File: config.mk
export PLATFORM = sky130hd
export DESIGN_NAME = wwd_top
export DESIGN_NICKNAME = d
export VERILOG_FILES = /design/src/hdl/wwd_pkg.sv /design/src/hdl/wwd_cnt.sv /design/src/hdl/wwd_top.sv
export SDC_FILE = /design/constraint.sdc
export NUM_CORES = 1
export LEC_CHECK = 0
export BUFFER_PORTS_ARGS = -buffer_cell sky130_fd_sc_hd__buf_2
export CELL_PAD_IN_SITES_DETAIL_PLACEMENT = 1
export CELL_PAD_IN_SITES_GLOBAL_PLACEMENT = 2
export CORE_MARGIN = 2
export CORE_UTILIZATION = 32
export CTS_CLUSTER_DIAMETER = 40
export DETAILED_ROUTE_END_ITERATION = 8
export MAX_ROUTING_LAYER = met4
export PLACE_DENSITY = 0.76
export SLEW_MARGIN = 20
export SYNTH_ARGS = -nofsm -noshare
export SYNTH_HDL_FRONTEND = slang
export SYNTH_SLANG_ARGS = --single-unit
export TNS_END_PERCENT = 10
File: constraint.sdc
create_clock -name mclk_i -period 2.3 [get_ports mclk_i]
set_input_delay 0.115 -clock mclk_i [delete_from_list [all_inputs] [get_ports mclk_i]]
set_output_delay 0.115 -clock mclk_i [all_outputs]
set_load 0.005 [all_outputs]
File: src/hdl/wwd_pkg.sv
// package: constants and types for the windowed watchdog timer
//
// Overview of operation
// - counter drops by one each time the 12288-cycle prescaler expires
// - active and count falls 40h to 3Fh: reset pin pulled low ~500ns
// - six low written bits set prescaler steps left before reset
// - disabled after any reset; once active only reset disables it
// - write with activation set and msb clear forces a reset
// - halt while active resets, when the halt option selects it
// - hardware option keeps watchdog always active, activation bit ignored
// - at 8MHz C0h times out within 1.536ms, FFh 96.768-98.304ms
// - activation bit is bit 7, software-set, reset-cleared; reset 7Fh
// - after halt without reset, counting resumes 4096 clocks after wake
package wwd_pkg;

    // ------------------------------------------------------------------
    // register map
    // ------------------------------------------------------------------
    localparam logic [11:0] WWD_CTRL_OFS   = 12'h000;
    localparam logic [11:0] WWD_STAT_OFS   = 12'h004;
    localparam logic [7:0]  WWD_CTRL_RST   = 8'h7F;
    localparam int          WWD_ACT_BIT    = 7;
    localparam int          WWD_MSB_BIT    = 6;

    // ------------------------------------------------------------------
    // timing
    // ------------------------------------------------------------------
    localparam int          WWD_CLK_PS     = 5000;
    localparam int          WWD_PRESC_CYC  = 12288;
    localparam int          WWD_RST_NS     = 500;
    localparam int          WWD_RST_CYC    = (WWD_RST_NS * 1000) / WWD_CLK_PS;
    localparam int          WWD_WAKE_CYC   = 4096;

    // halt handling state
    typedef enum logic [1:0] {
        WWD_RUN,
        WWD_HALTED,
        WWD_WAKING
    } wwd_mode_t;

    // apb request carrier
    typedef struct packed {
        logic        psel;
        logic        penable;
        logic        pwrite;
        logic [11:0] paddr;
        logic [31:0] pwdata;
    } wwd_apb_req_t;

endpackage

File: src/hdl/wwd_cnt.sv
// module: wrap counter, paused while run_i is low, giving a one-cycle tick
`timescale 1ns/1ps
module wwd_cnt
    import wwd_pkg::*;
#(
    parameter int WIDTH = 14,
    parameter int LIMIT = 12288
) (
    // clock and reset
    input  wire logic mclk_i,
    input  wire logic arst_n_i,
    // control
    input  wire logic run_i,
    output logic      tick_o
);
    // refuse a limit that the counter cannot reach
    if (LIMIT < 2 || LIMIT > (1 << WIDTH)) begin : g_bad_limit
        $error("wwd_cnt: LIMIT does not fit WIDTH");
    end

    typedef struct packed {
        logic [WIDTH-1:0] cnt;
    } wwd_cnt_st_t;

    wwd_cnt_st_t st_reg;
    wwd_cnt_st_t st_next;

    localparam logic [WIDTH-1:0] LAST = WIDTH'(LIMIT - 1);

    // wrap at LIMIT; never cleared by software writes
    always_comb begin
        st_next = st_reg;
        if (run_i) begin
            if (st_reg.cnt == LAST)
                st_next.cnt = '0;
            else
                st_next.cnt = st_reg.cnt + WIDTH'(1);
        end
    end

    always_ff @(posedge mclk_i or negedge arst_n_i) begin
        if (!arst_n_i)
            st_reg <= '0;
        else
            st_reg <= st_next;
    end

    assign tick_o = run_i && (st_reg.cnt == LAST);
endmodule

File: src/hdl/wwd_top.sv
// module: windowed watchdog timer with apb control register
//
// The APB slave port and the register addresses were left to the implementer.
`timescale 1ns/1ps
module wwd_top
    import wwd_pkg::*;
#(
    parameter int PRESC_CYC = WWD_PRESC_CYC,
    parameter int WAKE_CYC  = WWD_WAKE_CYC
) (
    // clock and reset
    input  wire logic        mclk_i,
    input  wire logic        arst_n_i,
    // apb slave
    input  wire logic        psel_i,
    input  wire logic        penable_i,
    input  wire logic        pwrite_i,
    input  wire logic [11:0] paddr_i,
    input  wire logic [31:0] pwdata_i,
    output logic [31:0]      prdata_o,
    output logic             pready_o,
    output logic             pslverr_o,
    // option byte and cpu status
    input  wire logic        hw_watchdog_i,
    input  wire logic        halt_reset_option_i,
    input  wire logic        halt_i,
    input  wire logic        wake_i,
    // reset request
    output logic             wdg_reset_n_o
);
    // refuse settings that the counters cannot serve
    if (PRESC_CYC < 2 || PRESC_CYC > 16384) begin : g_bad_presc
        $error("wwd_top: PRESC_CYC out of range");
    end
    if (WAKE_CYC < 1 || WAKE_CYC > 65535) begin : g_bad_wake
        $error("wwd_top: WAKE_CYC out of range");
    end
    // pulse counter is seven bits; the pulse check needs nine cycles
    if (WWD_RST_CYC < 9 || WWD_RST_CYC > 128) begin : g_bad_pulse
        $error("wwd_top: WWD_RST_CYC out of range");
    end

    localparam logic [6:0]  RST_LAST   = 7'(WWD_RST_CYC - 1);
    localparam logic [15:0] WAKE_LAST  = 16'(WAKE_CYC - 1);
    localparam int          PULSE_TAIL = WWD_RST_CYC - 8;

    // ------------------------------------------------------------------
    // state
    // ------------------------------------------------------------------
    typedef struct packed {
        logic        activation_bit;
        logic [6:0]  count_value;
        wwd_mode_t   mode;
        logic [15:0] wake_cnt;
        logic        rst_busy;
        logic [6:0]  rst_cnt;
        logic [31:0] prdata;
    } wwd_st_t;

    wwd_st_t      st_reg;
    wwd_st_t      st_next;
    wwd_apb_req_t req;
    logic         tick;
    logic         active;
    logic         wr_ctrl;
    logic         rd_acc;
    logic         addr_ok;
    logic         counting;
    logic         fire;

    assign req = '{psel: psel_i, penable: penable_i, pwrite: pwrite_i,
                   paddr: paddr_i, pwdata: pwdata_i};

    // prescaler stops while halted or waking
    assign counting = (st_reg.mode == WWD_RUN);

    // free prescaler, never restarted by a refresh
    wwd_cnt #(
        .WIDTH (14),
        .LIMIT (PRESC_CYC)
    ) i_wwd_cnt (
        .mclk_i   (mclk_i),
        .arst_n_i (arst_n_i),
        .run_i    (counting),
        .tick_o   (tick)
    );

    // ------------------------------------------------------------------
    // bus decode: zero wait states
    // ------------------------------------------------------------------
    assign addr_ok = (req.paddr == WWD_CTRL_OFS) ||
                     (req.paddr == WWD_STAT_OFS);
    assign wr_ctrl = req.psel && req.penable && req.pwrite &&
                     (req.paddr == WWD_CTRL_OFS);
    assign rd_acc  = req.psel && !req.penable && !req.pwrite;
    assign pready_o  = 1'b1;
    assign pslverr_o = req.psel && req.penable && !addr_ok;
    assign prdata_o  = st_reg.prdata;

    // hardware option overrides the activation bit
    assign active = st_reg.activation_bit || hw_watchdog_i;

    // any reset reason this cycle
    always_comb begin
        fire = 1'b0;
        if (active && tick && st_reg.count_value == 7'h40)
            fire = 1'b1;
        if (wr_ctrl && req.pwdata[WWD_ACT_BIT] && !req.pwdata[WWD_MSB_BIT])
            fire = 1'b1;
        if (active && halt_i && halt_reset_option_i &&
            st_reg.mode == WWD_RUN)
            fire = 1'b1;
    end

    // ------------------------------------------------------------------
    // next state
    // ------------------------------------------------------------------
    always_comb begin
        st_next = st_reg;
        if (tick)
            st_next.count_value = st_reg.count_value - 7'h01;
        // refresh; activation is sticky, only reset clears it
        if (wr_ctrl) begin
            st_next.count_value = req.pwdata[6:0];
            if (req.pwdata[WWD_ACT_BIT])
                st_next.activation_bit = 1'b1;
        end
        // halt without reset: freeze, then delayed resume
        unique case (st_reg.mode)
            WWD_RUN: begin
                if (halt_i && !halt_reset_option_i)
                    st_next.mode = WWD_HALTED;
            end
            WWD_HALTED: begin
                if (wake_i) begin
                    st_next.mode     = WWD_WAKING;
                    st_next.wake_cnt = '0;
                end
            end
            WWD_WAKING: begin
                st_next.wake_cnt = st_reg.wake_cnt + 16'h0001;
                if (st_reg.wake_cnt == WAKE_LAST)
                    st_next.mode = WWD_RUN;
            end
        endcase
        // reset pulse of fixed length
        if (st_reg.rst_busy) begin
            st_next.rst_cnt = st_reg.rst_cnt + 7'h01;
            if (st_reg.rst_cnt == RST_LAST)
                st_next.rst_busy = 1'b0;
        end else if (fire) begin
            st_next.rst_busy = 1'b1;
            st_next.rst_cnt  = '0;
        end
        // read data captured in setup so it is stable in access
        if (rd_acc) begin
            if (req.paddr == WWD_CTRL_OFS)
                st_next.prdata = {24'h000000, st_reg.activation_bit,
                                  st_reg.count_value};
            else if (req.paddr == WWD_STAT_OFS)
                st_next.prdata = {28'h0000000, active, st_reg.rst_busy,
                                  st_reg.mode};
            else
                st_next.prdata = '0;
        end
    end

    // device reset re-enters via arst_n_i, disabling the watchdog unless hw_watchdog_i is set
    always_ff @(posedge mclk_i or negedge arst_n_i) begin
        if (!arst_n_i) begin
            st_reg                <= '0;
            st_reg.count_value    <= WWD_CTRL_RST[6:0];
            st_reg.activation_bit <= 1'b0;
            st_reg.mode           <= WWD_RUN;
        end else begin
            st_reg <= st_next;
        end
    end

    assign wdg_reset_n_o = !st_reg.rst_busy;
endmodule

======== Word level (Yosys, flattened, before mapping) ========
Index checks and enable logic that the tools add are counted.
Widths: inputs -> output; s select.
word-level totals
  memory bits (writable) .................. 0
  bits in latches ......................... 0
  bits in registers ....................... 80
  memory bits (read-only) ................. 0
  input port bits ......................... 53
  output and inout port bits .............. 35
  word-level logic and storage cells ...... 69
  memories kept ........................... 0
operators by class
  add/subtract/negate cells ............... 4
  order comparisons ....................... 0
  mux-type cells .......................... 16
  divide/modulo/power cells ............... 0
  bitwise logic cells ..................... 0
  equality and inequality tests ........... 10
  reduce and logical (&&, ||, !) cells .... 31
  shift operators ......................... 0
  multipliers ............................. 0
operators with widths
  operator               number
  $pmux 16 s2            1
  $mux 8                 3
  $mux 18                1
  $add 16x1->16 const B  1
  $eq 16x12->1 const B   1
  $logic_and 1x1->1      15
  $add 14x1->14 const B  1
  $eq 14x14->1 const B   1
  $eq 7x7->1 const B     2
  $mux 14                1
  $mux 7                 2
  $eq 12x3->1 const B    1
  $logic_not 12->1       1
  $add 7x1->7 const B    1
  $sub 7x1->7 const B    1
  $logic_not 1->1        6
  $ne 2x2->1 const B     3
  $pmux 2 s3             1
  $reduce_bool 2->1      3
  $mux 1                 4
  $mux 2                 2
  $mux 4                 1
  $reduce_and 2->1       2
  $reduce_and 3->1       1
  4 further kinds        5

======== Logic depth before layout (Yosys ltp) ========
Gate-level depths: netlist of the first run.
  word-level depth ........................ 9
  depth in mapped cells ................... 9
  depth with buffers taken out ............ 7

======== Cells and area by module ========
Synthesis of the first run repeated with hierarchy kept, for this count alone.
second synthesis, totals
  cell total of the unflattened synthesis .. 335
  area total of the unflattened synthesis .. 3253.1 µm²
by module, submodules not included
  module   times used  seq. area each (µm²)  area each (µm²)  cells an instance
  wwd_top  1           1059.8                2532.4           262
  wwd_cnt  1           350.3                 720.7            73

======== Worst setup path before layout of the first run ========
Ideal clock, no wire load.
  path kind ............................... register -> register
  start point ............................. reg st_reg[56] (netlist bit)
  end point ............................... reg st_reg[32] (netlist bit)
  path buffers ............................ 1
  arrival ................................. 1750 ps
  stages on the path, launching flop included .. 9
  required time ........................... 2175 ps
  path slack .............................. 424 ps
  library setup time ...................... 125 ps
  clock period less this slack ............ 1876 ps
  cells stage by stage .................... dfrtp_1 > inv_1 > ha_1 > buf_2 > nand4_4 > nor4_4 > a21o_1 > a31oi_2 > mux2_4
between the ends
  cells in the longest elaborated chain, start to end .. 8
  elaborated cells between the ends (all ways) .. 9
  classes of those cells .................. mux: 3; reduce/logical: 6
ends and longest elaborated chain
  element                          line                           text
  start, declared                  wwd_top.sv:60                  wwd_st_t st_reg;
  start signal, assigned           wwd_top.sv:176                 st_reg <= st_next;
  $logic_not 2->1 *                wwd_top.sv:75, wwd_top.sv:111
  $logic_and 1x1->1                wwd_cnt.sv:48                  assign tick_o = run_i && (st_reg.cnt == LAST);
  $logic_and 1x1->1 (2 in series)  wwd_top.sv:106                 if (active && tick && st_reg.count_value == 7'h40)
  $mux 1                           wwd_top.sv:106
  $mux 1                           wwd_top.sv:108                 if (wr_ctrl && req.pwdata[WWD_ACT_BIT] && !req.pwdata[WWD_MSB_BIT])
  $mux 1 *                         wwd_top.sv:110                 if (active && halt_i && halt_reset_option_i &&
  $reduce_bool 2->1 (no line) *    -
Every way passes the cells marked *; elsewhere a longest branch is shown, timed or not.
A chain may end at the register's enable or synchronous reset.

======== Final worst setup path of the first run ========
Same ends and word-level chain as after synthesis.

==> results of run 1 <==
where the power goes:
part | total [uW] | leakage [uW] | internal (uW) | switching (uW)
combinational | 514 | 0.000970 | 213 | 301
sequential | 1180 | 0.000718 | 1070 | 104
clock | 543 | 0.0000412 | 214 | 329
cell usage after synthesis, types with 2 or more instances:
cell      number  area (sq um)
a21o_1         3         22.52
a22o_1         9         78.83
and3_1         6         37.54
buf_2          4         20.02
buf_4         33         247.7
clkbuf_1       2         7.510
conb_1         2         7.510
dfrtp_1       49          1226
dfstp_2        7         183.9
ha_1           8         100.1
inv_1         12         45.04
mux2_2         3         33.78
mux2i_1        5         50.05
nand2_1       28         105.1
nand2b_1       3         18.77
nand3_1       13         65.06
nand4_1        4         25.02
nand4_2        2         25.02
nand4b_1       2         17.52
nor2_1        30         112.6
nor2b_1        4         25.02
nor3_1         2         10.01
nor4_1         6         37.54
nor4_4         2         42.54
o21ai_0        8         40.04
o21ai_1        6         30.03
xnor2_1       14         122.6
xor2_1        20         175.2
worst min-delay path by stage:
stage	cells after the start	to
floorplan	0	i_wwd_cnt.st_reg[0]
global placement	1	st_reg[47]
detailed placement	1	st_reg[47]
CTS	3	st_reg[61]
global route	3	st_reg[58]
finish	3	st_reg[58]
cells by family (layout without fill, tap and decap cells):
kind of cell,count (synthesis),count (layout),synth area share [%]
AOI/OAI and AO/OA,37,37,8.732
xor gates and xnor gates,34,34,9.319
other,2,25,0.2350
buffers and inverters,52,65,10.38
DFF,56,56,44.13
muxes,11,11,3.876
and+or+nand+nor,113,113,20.20
adders and majority gates,8,8,3.132
worst max-delay path, stage by stage, from the launching register on:
cell     delay (ns)
dfrtp_1        0.42
inv_1          0.11
ha_1           0.23
nand4_4        0.17
nor4_4         0.47
a21o_1         0.19
a31oi_2        0.08
mux2_4         0.31
through the flow:
stage,hold slack (ns),setup WS [ns]
global route,0.00001965,0.05394
CTS,0.0001691,0.1606
global placement,0.1876,0.2276
floorplan,-0.1806,0.4245
detailed placement,0.1968,0.1822
finish,0.003220,0.2014
metal layers:
metal	part of all wire [%]	wire, um	track usage, %
met1	47	3043	16.64
met2	49	3135	20.39
met3	2.9	188	2.381
met4	0.95	61	3.475
met5	0	0	-
layout make-up:
class | count | area [sq um]
fill | 1159 | 6222
multi-input combinational | 228 | 1540
sequential | 56 | 1410
timing repair buffer | 45 | 260.3
tap | 133 | 166.4
clock buffer | 6 | 72.57
inverter | 12 | 45.04
clock inverter | 2 | 12.51
==> implementation parameters, run 1 <==
Parameter                              Value

Global route
  GRT Residual Overflow    0
  GRT Overall Usage    ~13%
  Number of global-route vias before repair    between 2k and 2.5k
  Initial antenna violation count    0
  Wire length of the first global-routing pass    between 10,000 and 15,000 um
  Pin count of the biggest net entering global routing    30

Drt
  # DRC    0
  Routed via count divided by cell count    approximately 4.6
  Vias    2,198
  Wire length per cell    approximately 13 um
  Number of antenna-violating nets in the routed design    0
  Number of detailed-route iterations in the first pass    4
  Detailed router's first-iteration violation count    52
  Wirelength, routed    approximately 6400 um

Logic synthesis
  Average cell area after synthesis    roughly 10 sq um
  Post-synthesis instance area    around 3200 sq um
  Async S/R FF share, synth    between 90% and 100%
  Post-synth EDFFs    0
  Most instantiated flip-flop cell in the synthesis netlist    dfrtp_1
  Warnings from Yosys    0
  Number of standard cells after synthesis    ~310
  Post-synthesis sequential area ratio    between 40% and 50%
  Number of synthesized register bits    56
  Cell variety after synth    54

Pwr
  Leakage power total    roughly 0.0017 uW
  Worst vdd rail ir drop    approximately 260 uV
  Power consumption    2237 uW
  Cell Pwr Density    approximately 640 nW/um^2

Timing
  RSZ-0062 raised after global routing    false
  Final Max Slew Viols    0
  Highest attainable clock frequency    between 0.4 and 0.5 GHz
  Min Clock Period, post-route    2.099 ns
  Final Setup Violations    0
  Hold violation total from the final report    0
  Total Negative Setup Slacks    0 ns
  Max-Slew Margin vs Limit    55.49%
  Ratio of final minimum period to clock period    91.24%
  Tightest Pin Transition    between 0.6 and 0.7 ns
  Setup Skew    about 0.016 ns

Setup path
  Capturing element of the worst setup path    st_reg[32]
  Required time reported for the critical path endpoint    ~2.5 ns
  Capturing point of the worst reg2reg path    st_reg[32]
  Sort of element at the start of the critical path    register
  Setup Crit Path Kind    reg -> reg
  Depth of the worst register-to-register path    7
  R2R Path Start    st_reg[56]
  Startpoint of the worst setup timing path    st_reg[56]
  Arrival time of data at the critical path endpoint    about 2.3 ns
  Largest fanout of any net on the critical path    8
  Critical Path Sink Type    register
  Slack of the worst reg-to-reg path    0.20 ns

Floorplanning
  Die area    between 10,000 and 15,000 sq um
  Placement Rows    36
  I/O pins    88
  Core ar.    between 9000 and 10,000 sq um
  Overall die height    103.9 um
  Die X-Extent    roughly 100 um
  Initial Util    between 30 and 40%

Clocking
  Level count of the clock H-tree    2
  CTS Root Cell    clkbuf_8
  CTS tree    yes
  # clock sinks    56
  Number of buffers inserted by hold repair at cts    2
  Buffer depth of the longest clock path    2
  Setup Fix Bufs, Post-CTS    0
  Worst skew pair latency    around 0.31 ns
  Number of buffers inserted during clock tree synthesis    5
  # resized after CTS    0
  Clock transition at the registers of the reported paths    between 0.1 and 0.15 ns

Layout
  Post-layout nets    roughly 410
  Leading cell type in the layout, fill and taps excluded    dfrtp_1
  Final Cell Area    between 3000 and 4000 sq um
  Commonest non-fill, non-tap cells in the layout    dfrtp_1, buf_2, nor2_1, nand2_1, conb_1
  Antenna diodes    0
  Final core utilization    36.05%
  Proportion of layout cells with a drive suffix above 1    between 20% and 30%
  Finished Layout Cells    between 400 and 500
  Synth-to-layout area growth    9.749%
  Largest register FFs    34

Place
  Number of cells in the design after placement    roughly 470
  Post-detailed-placement cell area    between 3000 and 4000 sq um
  Count of port buffers added during placement    38
  GP Congestion    about 0.79
  HPWL reported at the end of detailed placement    slightly below 5000 um

Hold path
  Start point of the worst min-delay path    pwdata_i[0]
  Worst min path class    in -> reg

Job
  Total of max-cap violations    0

Run status
  Status    finished clean
Power figures use the tool's default switching activity.
==> run 2: changes to the inputs <==
CAP_MARGIN = 20   (was not set)
CORE_ASPECT_RATIO = 1.75   (was not set)
==> run 2 against run 1 <==
Against the previous run:
- sequential share of layout area fell by 0.40 points
- sequential power barely moved
- worst setup slack improved by 0.11 ns
- final cell count fell by 1.7%
- critical endpoint unchanged
- die area rose by 0.29%
- sequential cell count did not move
- first-iteration DRC count fell by 1.9%
- clock-buffer cell count did not move
- cell area rose by 1.0%
- non-clock buffer count did not move
- worst hold slack improved by 0.0056 ns
- largest power group unchanged
==> implementation parameters, run 2 (synthesis results as in run 1) <==
Parameter                              Value

Pwr
  Leakage power total    0.001750 uW (was 0.001729 uW)
  Power consumption    2454 uW (was 2237 uW)
  Cell Pwr Density    692.8 nW/um^2 (was 637.8 nW/um^2)
  Worst vdd rail ir drop    345.2 uV (was 264.0 uV)

Clocking
  Buffer depth of the longest clock path    2 (unchanged)
  Worst skew pair latency    0.30 ns (was 0.31 ns)
  Clock transition at the registers of the reported paths    0.08 ns (was 0.11 ns)
  # clock sinks    56 (unchanged)
  CTS tree    yes (unchanged)
  Level count of the clock H-tree    2 (unchanged)
  Number of buffers inserted during clock tree synthesis    5 (unchanged)
  CTS Root Cell    clkbuf_16 (was clkbuf_8)
  # resized after CTS    0 (unchanged)

Drt
  Vias    2,273 (was 2,198)
  Wirelength, routed    6744 um (was 6428 um)
  # DRC    0 (unchanged)
  Routed via count divided by cell count    4.795 (was 4.560)
  Number of antenna-violating nets in the routed design    0 (unchanged)
  Number of detailed-route iterations in the first pass    4 (unchanged)
  Wire length per cell    14.23 um (was 13.34 um)
  Detailed router's first-iteration violation count    51 (was 52)

Layout
  Commonest non-fill, non-tap cells in the layout    dfrtp_1, buf_2, nor2_1, nand2_1, conb_1 (unchanged)
  Filler cell count in the final layout    1,136 (was 1,159)
  Post-layout nets    409 (unchanged)
  Leading cell type in the layout, fill and taps excluded    dfrtp_1 (unchanged)
  Finished Layout Cells    474 (was 482)
  Antenna diodes    0 (unchanged)
  Synth-to-layout area growth    10.85% (was 9.749%)
  Largest register FFs    34 (unchanged)
  Proportion of layout cells with a drive suffix above 1    22.35% (was 22.06%)

Timing
  Tightest Pin Transition    0.7365 ns (was 0.6677 ns)
  Max-Slew Margin vs Limit    50.90% (was 55.49%)
  Highest attainable clock frequency    0.5039 GHz (was 0.4765 GHz)
  Hold violation total from the final report    0 (unchanged)
  Final Setup Violations    0 (unchanged)
  Smallest setup slack after layout    0.3156 ns (was 0.2014 ns)
  Min Clock Period, post-route    1.984 ns (was 2.099 ns)
  RSZ-0062 raised after global routing    false (unchanged)
  Setup Skew    0.009051 ns (was 0.01618 ns)
  Total Negative Setup Slacks    0 ns (unchanged)
  Ratio of final minimum period to clock period    86.28% (was 91.24%)
  Final Max Slew Viols    0 (unchanged)

Setup path
  Required time reported for the critical path endpoint    2.49 ns (was 2.50 ns)
  Sort of element at the start of the critical path    register (unchanged)
  Arrival time of data at the critical path endpoint    2.18 ns (was 2.30 ns)
  Setup Crit Path Kind    reg -> reg (unchanged)
  Largest fanout of any net on the critical path    8 (unchanged)
  Critical Path Sink Type    register (unchanged)

Floorplanning
  Initial Util    32.64% (was 32.84%)
  I/O pins    88 (unchanged)
  Die X-Extent    79.54 um (was 103.9 um)
  Die area    10,830 sq um (was 10,800 sq um)
  Core ar.    9789 sq um (was 9729 sq um)
  Overall die height    136.2 um (was 103.9 um)
  Placement Rows    48 (was 36)

Place
  HPWL reported at the end of detailed placement    5231 um (was 4876 um)
  Number of cells in the design after placement    465 (was 472)
  Post-Place Setup Slack    0.2925 ns (was 0.1822 ns)
  GP Congestion    0.6907 (was 0.7879)
  Count of port buffers added during placement    38 (unchanged)

Global route
  Number of global-route vias before repair    2,404 (was 2,252)
  Wire length of the first global-routing pass    11,470 um (was 11,010 um)
  GRT Overall Usage    13.86% (was 12.73%)
  Pin count of the biggest net entering global routing    57 (was 30)
  GRT Residual Overflow    0 (unchanged)
  Initial antenna violation count    0 (unchanged)

Run status
  Status    finished clean (unchanged)

Hold path
  Worst min path class    in -> reg (unchanged)

Job
  Total of max-cap violations    0 (unchanged)
-- run 2: final cells by class --
class,count,area [sq um],share of cell area [%]
Timing Repair Buffer,45,245.2,6.923
Inverter,12,45.04,1.272
Clock buffer,6,128.9,3.638
Tap cell,125,156.4,4.415
Clock inverter,2,16.27,0.4592
Multi-Input combinational cell,228,1540,43.48
Sequential cell,56,1410,39.81
-- run 2: critical path: stages (launching register included) --
cell	delay (ns)
dfrtp_1	0.40
inv_1	0.10
ha_1	0.23
nand4_4	0.18
nor4_4	0.39
a21o_1	0.18
a31oi_2	0.08
mux2_4	0.31
-- run 2: worst paths after layout --
path | startpoint | endpoint | slack, ns | cells past startpoint
worst max-delay path | st_reg[56] | st_reg[32] | 0.32 | 7
worst min-delay path | pwdata_i[0] | st_reg[58] | 0.009 | 3
worst max register to register | st_reg[56] | st_reg[32] | 0.32 | 7
worst min register to register | prdata_o[0] | prdata_o[0] | 0.50 | 2
max in group asynchronous | arst_n_i | i_wwd_cnt.st_reg[4] | 1.31 | 3
min in group asynchronous | arst_n_i | st_reg[46] | 0.49 | 3
-- run 2: routing by layer --
| layer | GRT usage [%] | up-vias | routed length, um |
|---|---|---|---|
| met4 | 4.598 | 0 | 124 |
| li1 | - | 1080 | - |
| met2 | 25.96 | 37 | 3772 |
| met5 | - | - | 0 |
| met3 | 2.191 | 7 | 220 |
| met1 | 14.43 | 1149 | 2627 |
-- run 2: per-stage QoR --
stage	utilization (%)	area [sq um]	hold slack [ns]
2_1_floorplan	-	3282	-0.1806
3_3_place_gp	34.60	3387	0.3042
3_5_place_dp	34.60	3387	0.3120
4_1_cts	36.18	3542	0.002936
5_1_grt	36.18	3542	0.01272
6_report	36.18	3542	0.008820
-- run 2: power breakdown --
group	total [uW]	internal [uW]	switching, uW
sequential	1170	1080	98.1
combinational	507	209	297
clock	774	407	367
total	2450	1690	762
-- run 2: what timing repair did --
item                      in CTS  in global routing
setup buffers                  0                  0
hold buffers                   1                  0
hold endpoints to repair      26                  0
==> run 3: changes to the inputs <==
ABC_AREA = 1   (was not set)
CORE_UTILIZATION = 30   (was 32)
PLACE_DENSITY = 0.77   (was 0.76)
==> run 3 against run 2 <==
Against the previous run:
- total power increased by 22%
- worst setup slack improved by 0.17 ns
- cell area increased by 6.5%
- non-clock buffer count decreased by 3
- combinational power increased by 74%
- critical path depth increased by 4
- worst hold slack improved by 0.030 ns
- core utilization decreased by 2.0 points
- clock-buffer cell count increased by 2
- critical path type unchanged
- critical endpoint is now st_reg[59]
- largest cell class unchanged
- largest power group unchanged
==> implementation parameters, run 3 <==
Parameter                              Value

Run status
  Status    finished clean (unchanged)

Logic synthesis
  Post-synthesis sequential area ratio    41.66% (was 44.13%)
  Yosys top cell by area    dfrtp_1 (unchanged)
  Warnings from Yosys    0 (unchanged)
  Average cell area after synthesis    7.945 sq um (was 10.21 sq um)
  Cell variety after synth    40 (was 54)
  Number of standard cells after synthesis    426 (was 313)
  Most instantiated flip-flop cell in the synthesis netlist    dfrtp_1 (unchanged)
  Most frequent cell after synthesis    nand2_1 (was dfrtp_1)
  Biggest area contributors in the synthesized netlist    dfrtp_1, nand2_1, buf_4, nand3_1, dfstp_2 (was dfrtp_1, buf_4, dfstp_2, xor2_1, xnor2_1)
  Post-synthesis instance area    3384 sq um (was 3196 sq um)
  Number of synthesized register bits    56 (unchanged)
  Fraction of synthesized cell area taken by the top area cell type    36.23% (was 38.37%)
  Post-synth EDFFs    0 (unchanged)
  Async S/R FF share, synth    100.0% (unchanged)
  Commonest cells post-synth    nand2_1, dfrtp_1, inv_1, nor2_1, nand3_1 (was dfrtp_1, buf_4, nor2_1)

Timing
  Max-Slew Margin vs Limit    59.69% (was 50.90%)
  Min Clock Period, post-route    1.810 ns (was 1.984 ns)
  RSZ-0062 raised after global routing    false (unchanged)
  Tightest Pin Transition    0.6046 ns (was 0.7365 ns)
  Hold violation total from the final report    0 (unchanged)
  Total Negative Setup Slacks    0 ns (unchanged)
  Smallest setup slack after layout    0.4898 ns (was 0.3156 ns)
  Highest attainable clock frequency    0.5524 GHz (was 0.5039 GHz)
  Ratio of final minimum period to clock period    78.71% (was 86.28%)
  Final Setup Violations    0 (unchanged)
  Final Max Slew Viols    0 (unchanged)
  Setup Skew    0.005702 ns (was 0.009051 ns)

Global route
  Wire length of the first global-routing pass    13,800 um (was 11,470 um)
  Pin count of the biggest net entering global routing    33 (was 57)
  GRT Residual Overflow    0 (unchanged)
  Busiest metal layer after global routing    met2 (unchanged)
  Number of global-route vias before repair    2,999 (was 2,404)
  Met1 usage in global routing    14.41% (was 14.43%)
  Global Route met2 Usage    29.20% (was 25.96%)
  GR met3 Demand/Resource    1.313% (was 2.191%)
  Initial antenna violation count    0 (unchanged)
  GRT Overall Usage    14.59% (was 13.86%)

Drt
  Detailed router's first-iteration violation count    95 (was 51)
  Number of detailed-route iterations in the first pass    4 (unchanged)
  Wirelength, routed    7992 um (was 6744 um)
  Wire length per cell    13.39 um (was 14.23 um)
  Vias    2,763 (was 2,273)
  Number of antenna-violating nets in the routed design    0 (unchanged)
  # DRC    0 (unchanged)
  Routed via count divided by cell count    4.628 (was 4.795)

Setup path
  R2R Path Start    st_reg[57] (was st_reg[56])
  Count of buffer and inverter cells on the critical path    3 (was 1)
  Depth of the worst register-to-register path    11 (was 7)
  Slack of the worst reg-to-reg path    0.49 ns (was 0.32 ns)
  Startpoint of the worst setup timing path    st_reg[57] (was st_reg[56])
  CP dominant cell by count    nand2_2
  Capturing point of the worst reg2reg path    st_reg[59] (was st_reg[32])
  Critical Path Sink Type    register (unchanged)
  Capturing element of the worst setup path    st_reg[59] (was st_reg[32])
  Critical path depth    11 (was 7)
  Slowest library cell on the worst path    dfrtp_1 (unchanged)
  Sort of element at the start of the critical path    register (unchanged)
  Arrival time of data at the critical path endpoint    2.04 ns (was 2.18 ns)
  Kind of cell adding the most delay to the critical path    simple AND/OR/NAND/NOR gates (unchanged)
  Required time reported for the critical path endpoint    2.53 ns (was 2.49 ns)
  Cells traversed along the worst timing path    inv_1, ha_1, nand2_2, nor2_4, nand2_2, clkinv_2, nand2_2, nand2_2, inv_2, nand2_1, o211ai_2 (was inv_1, ha_1, nand4_4, nor4_4, a21o_1, a31oi_2, mux2_4)
  Maximum single-stage delay on the critical path    0.40 ns (about the same)
  Largest fanout of any net on the critical path    6 (was 8)
  Setup Crit Path Kind    reg -> reg (unchanged)

Floorplanning
  Initial Util    30.66% (was 32.64%)
  Die X-Extent    84.29 um (was 79.54 um)
  Overall die height    144.5 um (was 136.2 um)
  Die area    12,180 sq um (was 10,830 sq um)
  Core ar.    11,040 sq um (was 9789 sq um)
  I/O pins    88 (unchanged)
  Placement Rows    51 (was 48)

Clocking
  Level count of the clock H-tree    2 (unchanged)
  Clock transition at the registers of the reported paths    0.07 ns (was 0.08 ns)
  Buffer depth of the longest clock path    2 (unchanged)
  # clock sinks    56 (unchanged)
  CTS tree    yes (unchanged)
  CTS Root Cell    clkbuf_16 (unchanged)
  Number of buffers inserted during clock tree synthesis    5 (unchanged)
  # resized after CTS    0 (unchanged)
  Worst skew pair latency    0.30 ns (about the same)

Place
  Post-detailed-placement cell area    3606 sq um (was 3387 sq um)
  Count of port buffers added during placement    38 (unchanged)
  HPWL reported at the end of detailed placement    6424 um (was 5231 um)
  GP Congestion    0.7644 (was 0.6907)
  Post-Place Setup Slack    0.4839 ns (was 0.2925 ns)

Pwr
  Worst vdd rail ir drop    360.9 uV (was 345.2 uV)
  Internal power component    1937 uW (was 1692 uW)
  Portion of total power attributed to the clock network    27.3% (was 31.5%)
  Switching share of power    35.20% (was 31.05%)
  Power consumption    2989 uW (was 2454 uW)
  Part of the total power dissipated in sequential elements    43.3% (was 47.8%)
  Cell Pwr Density    792.3 nW/um^2 (was 692.8 nW/um^2)
  Leakage power total    0.001877 uW (was 0.001750 uW)
  Combinational power share    29.5% (was 20.7%)
  Sw Pwr    1052 uW (was 762.0 uW)

Layout
  Synth-to-layout area growth    11.46% (was 10.85%)
  Leading cell type in the layout, fill and taps excluded    nand2_1 (was dfrtp_1)
  Final Cell Area    3772 sq um (was 3542 sq um)
  Largest register FFs    34 (unchanged)
  Final core utilization    34.17% (was 36.18%)
  Filler cell count in the final layout    1,372 (was 1,136)
  Post-layout nets    525 (was 409)
  Antenna diodes    0 (unchanged)
  Proportion of layout cells with a drive suffix above 1    21.29% (was 22.35%)
  Commonest non-fill, non-tap cells in the layout    nand2_1, dfrtp_1, inv_1, nor2_1, nand3_1 (was dfrtp_1, buf_2, nor2_1, nand2_1, conb_1)

Job
  Total of max-cap violations    0 (unchanged)

Hold path
  Worst min path class    in -> reg (unchanged)
## run 3: cell types whose count changed after synthesis, sizes merged, moves of 5 or more
cell	previous run	this run
inv	12	53
nand3	13	42
and3	6	1
nor3	3	9
nor2	31	51
a21oi	1	21
xor2	20	5
mux2	5	0
nand2	28	96
a22o	9	0
nor4	9	1
mux2i	6	0
o211ai	0	5
xnor2	14	4
## run 3: cell type report
cell class              instances  area, sq um  share of cell area (%)
flip-flops and latches         56         1410                   37.38
repair buffers                 42        235.2                   6.235
well taps                     132        165.2                   4.378
clock buffers                   8        156.4                   4.146
inverters                      56        215.2                   5.705
multi-input cells             303         1590                   42.16
## run 3: worst min path at each step
stage                      from                   end  cells past startpoint
detailed placement     arst_n_i  i_wwd_cnt.st_reg[13]                      1
global route        pwdata_i[1]            st_reg[59]                      3
finish              pwdata_i[4]            st_reg[62]                      3
CTS                 pwdata_i[1]            st_reg[59]                      3
floorplan              arst_n_i   i_wwd_cnt.st_reg[0]                      0
global placement       arst_n_i  i_wwd_cnt.st_reg[13]                      1
## run 3: through the flow
stage	cells	hold WS (ns)
2_1_floorplan	449	-0.1806
6_report	597	0.03849
3_3_place_gp	588	0.1625
3_5_place_dp	588	0.1639
5_1_grt	597	0.05214
4_1_cts	597	0.03636
## run 3: timing repair
item                                   4_1_cts  5_1_grt
setup endpoints to repair                    0        0
endpoints found under the hold margin       21        0
setup buffers                                0        0
hold buffers                                 1        0
## run 3: cells by family (layout without fill, tap and decap cells)
group,Yosys count,in the layout,synth area share (%)
AO/OA/AOI/OAI,55,55,10.17
XOR/XNOR,9,9,2.329
adder cells (fa/ha/maj),8,8,2.958
buffers and inverters,90,106,13.90
flip-flops,56,56,41.66
other,2,25,0.2219
AND/OR/NAND/NOR,206,206,28.76
## run 3: tightest hold or removal path: cells and delay by family
family / cells / cell delay, ns
AOI/OAI and AO/OA: 1 / 0.06
buffers and inverters: 1 / 0.07
and+or+nand+nor: 1 / 0.06
## run 3: power by group through the flow
stage	clock [uW]	sequential [uW]	combinational, uW
after floorplan	0	1270	708
after global placement	0	1310	869
after detailed placement	0	1320	899
after CTS	852	1300	910
final	815	1290	880
after global routing	880	1320	1030
## run 3: routing by layer
| metal | routed length, um | vias up |
|---|---|---|
| li1 | - | 1385 |
| met1 | 3079 | 1316 |
| met2 | 4565 | 56 |
| met3 | 211 | 6 |
| met4 | 136 | 0 |
| met5 | 0 | - |
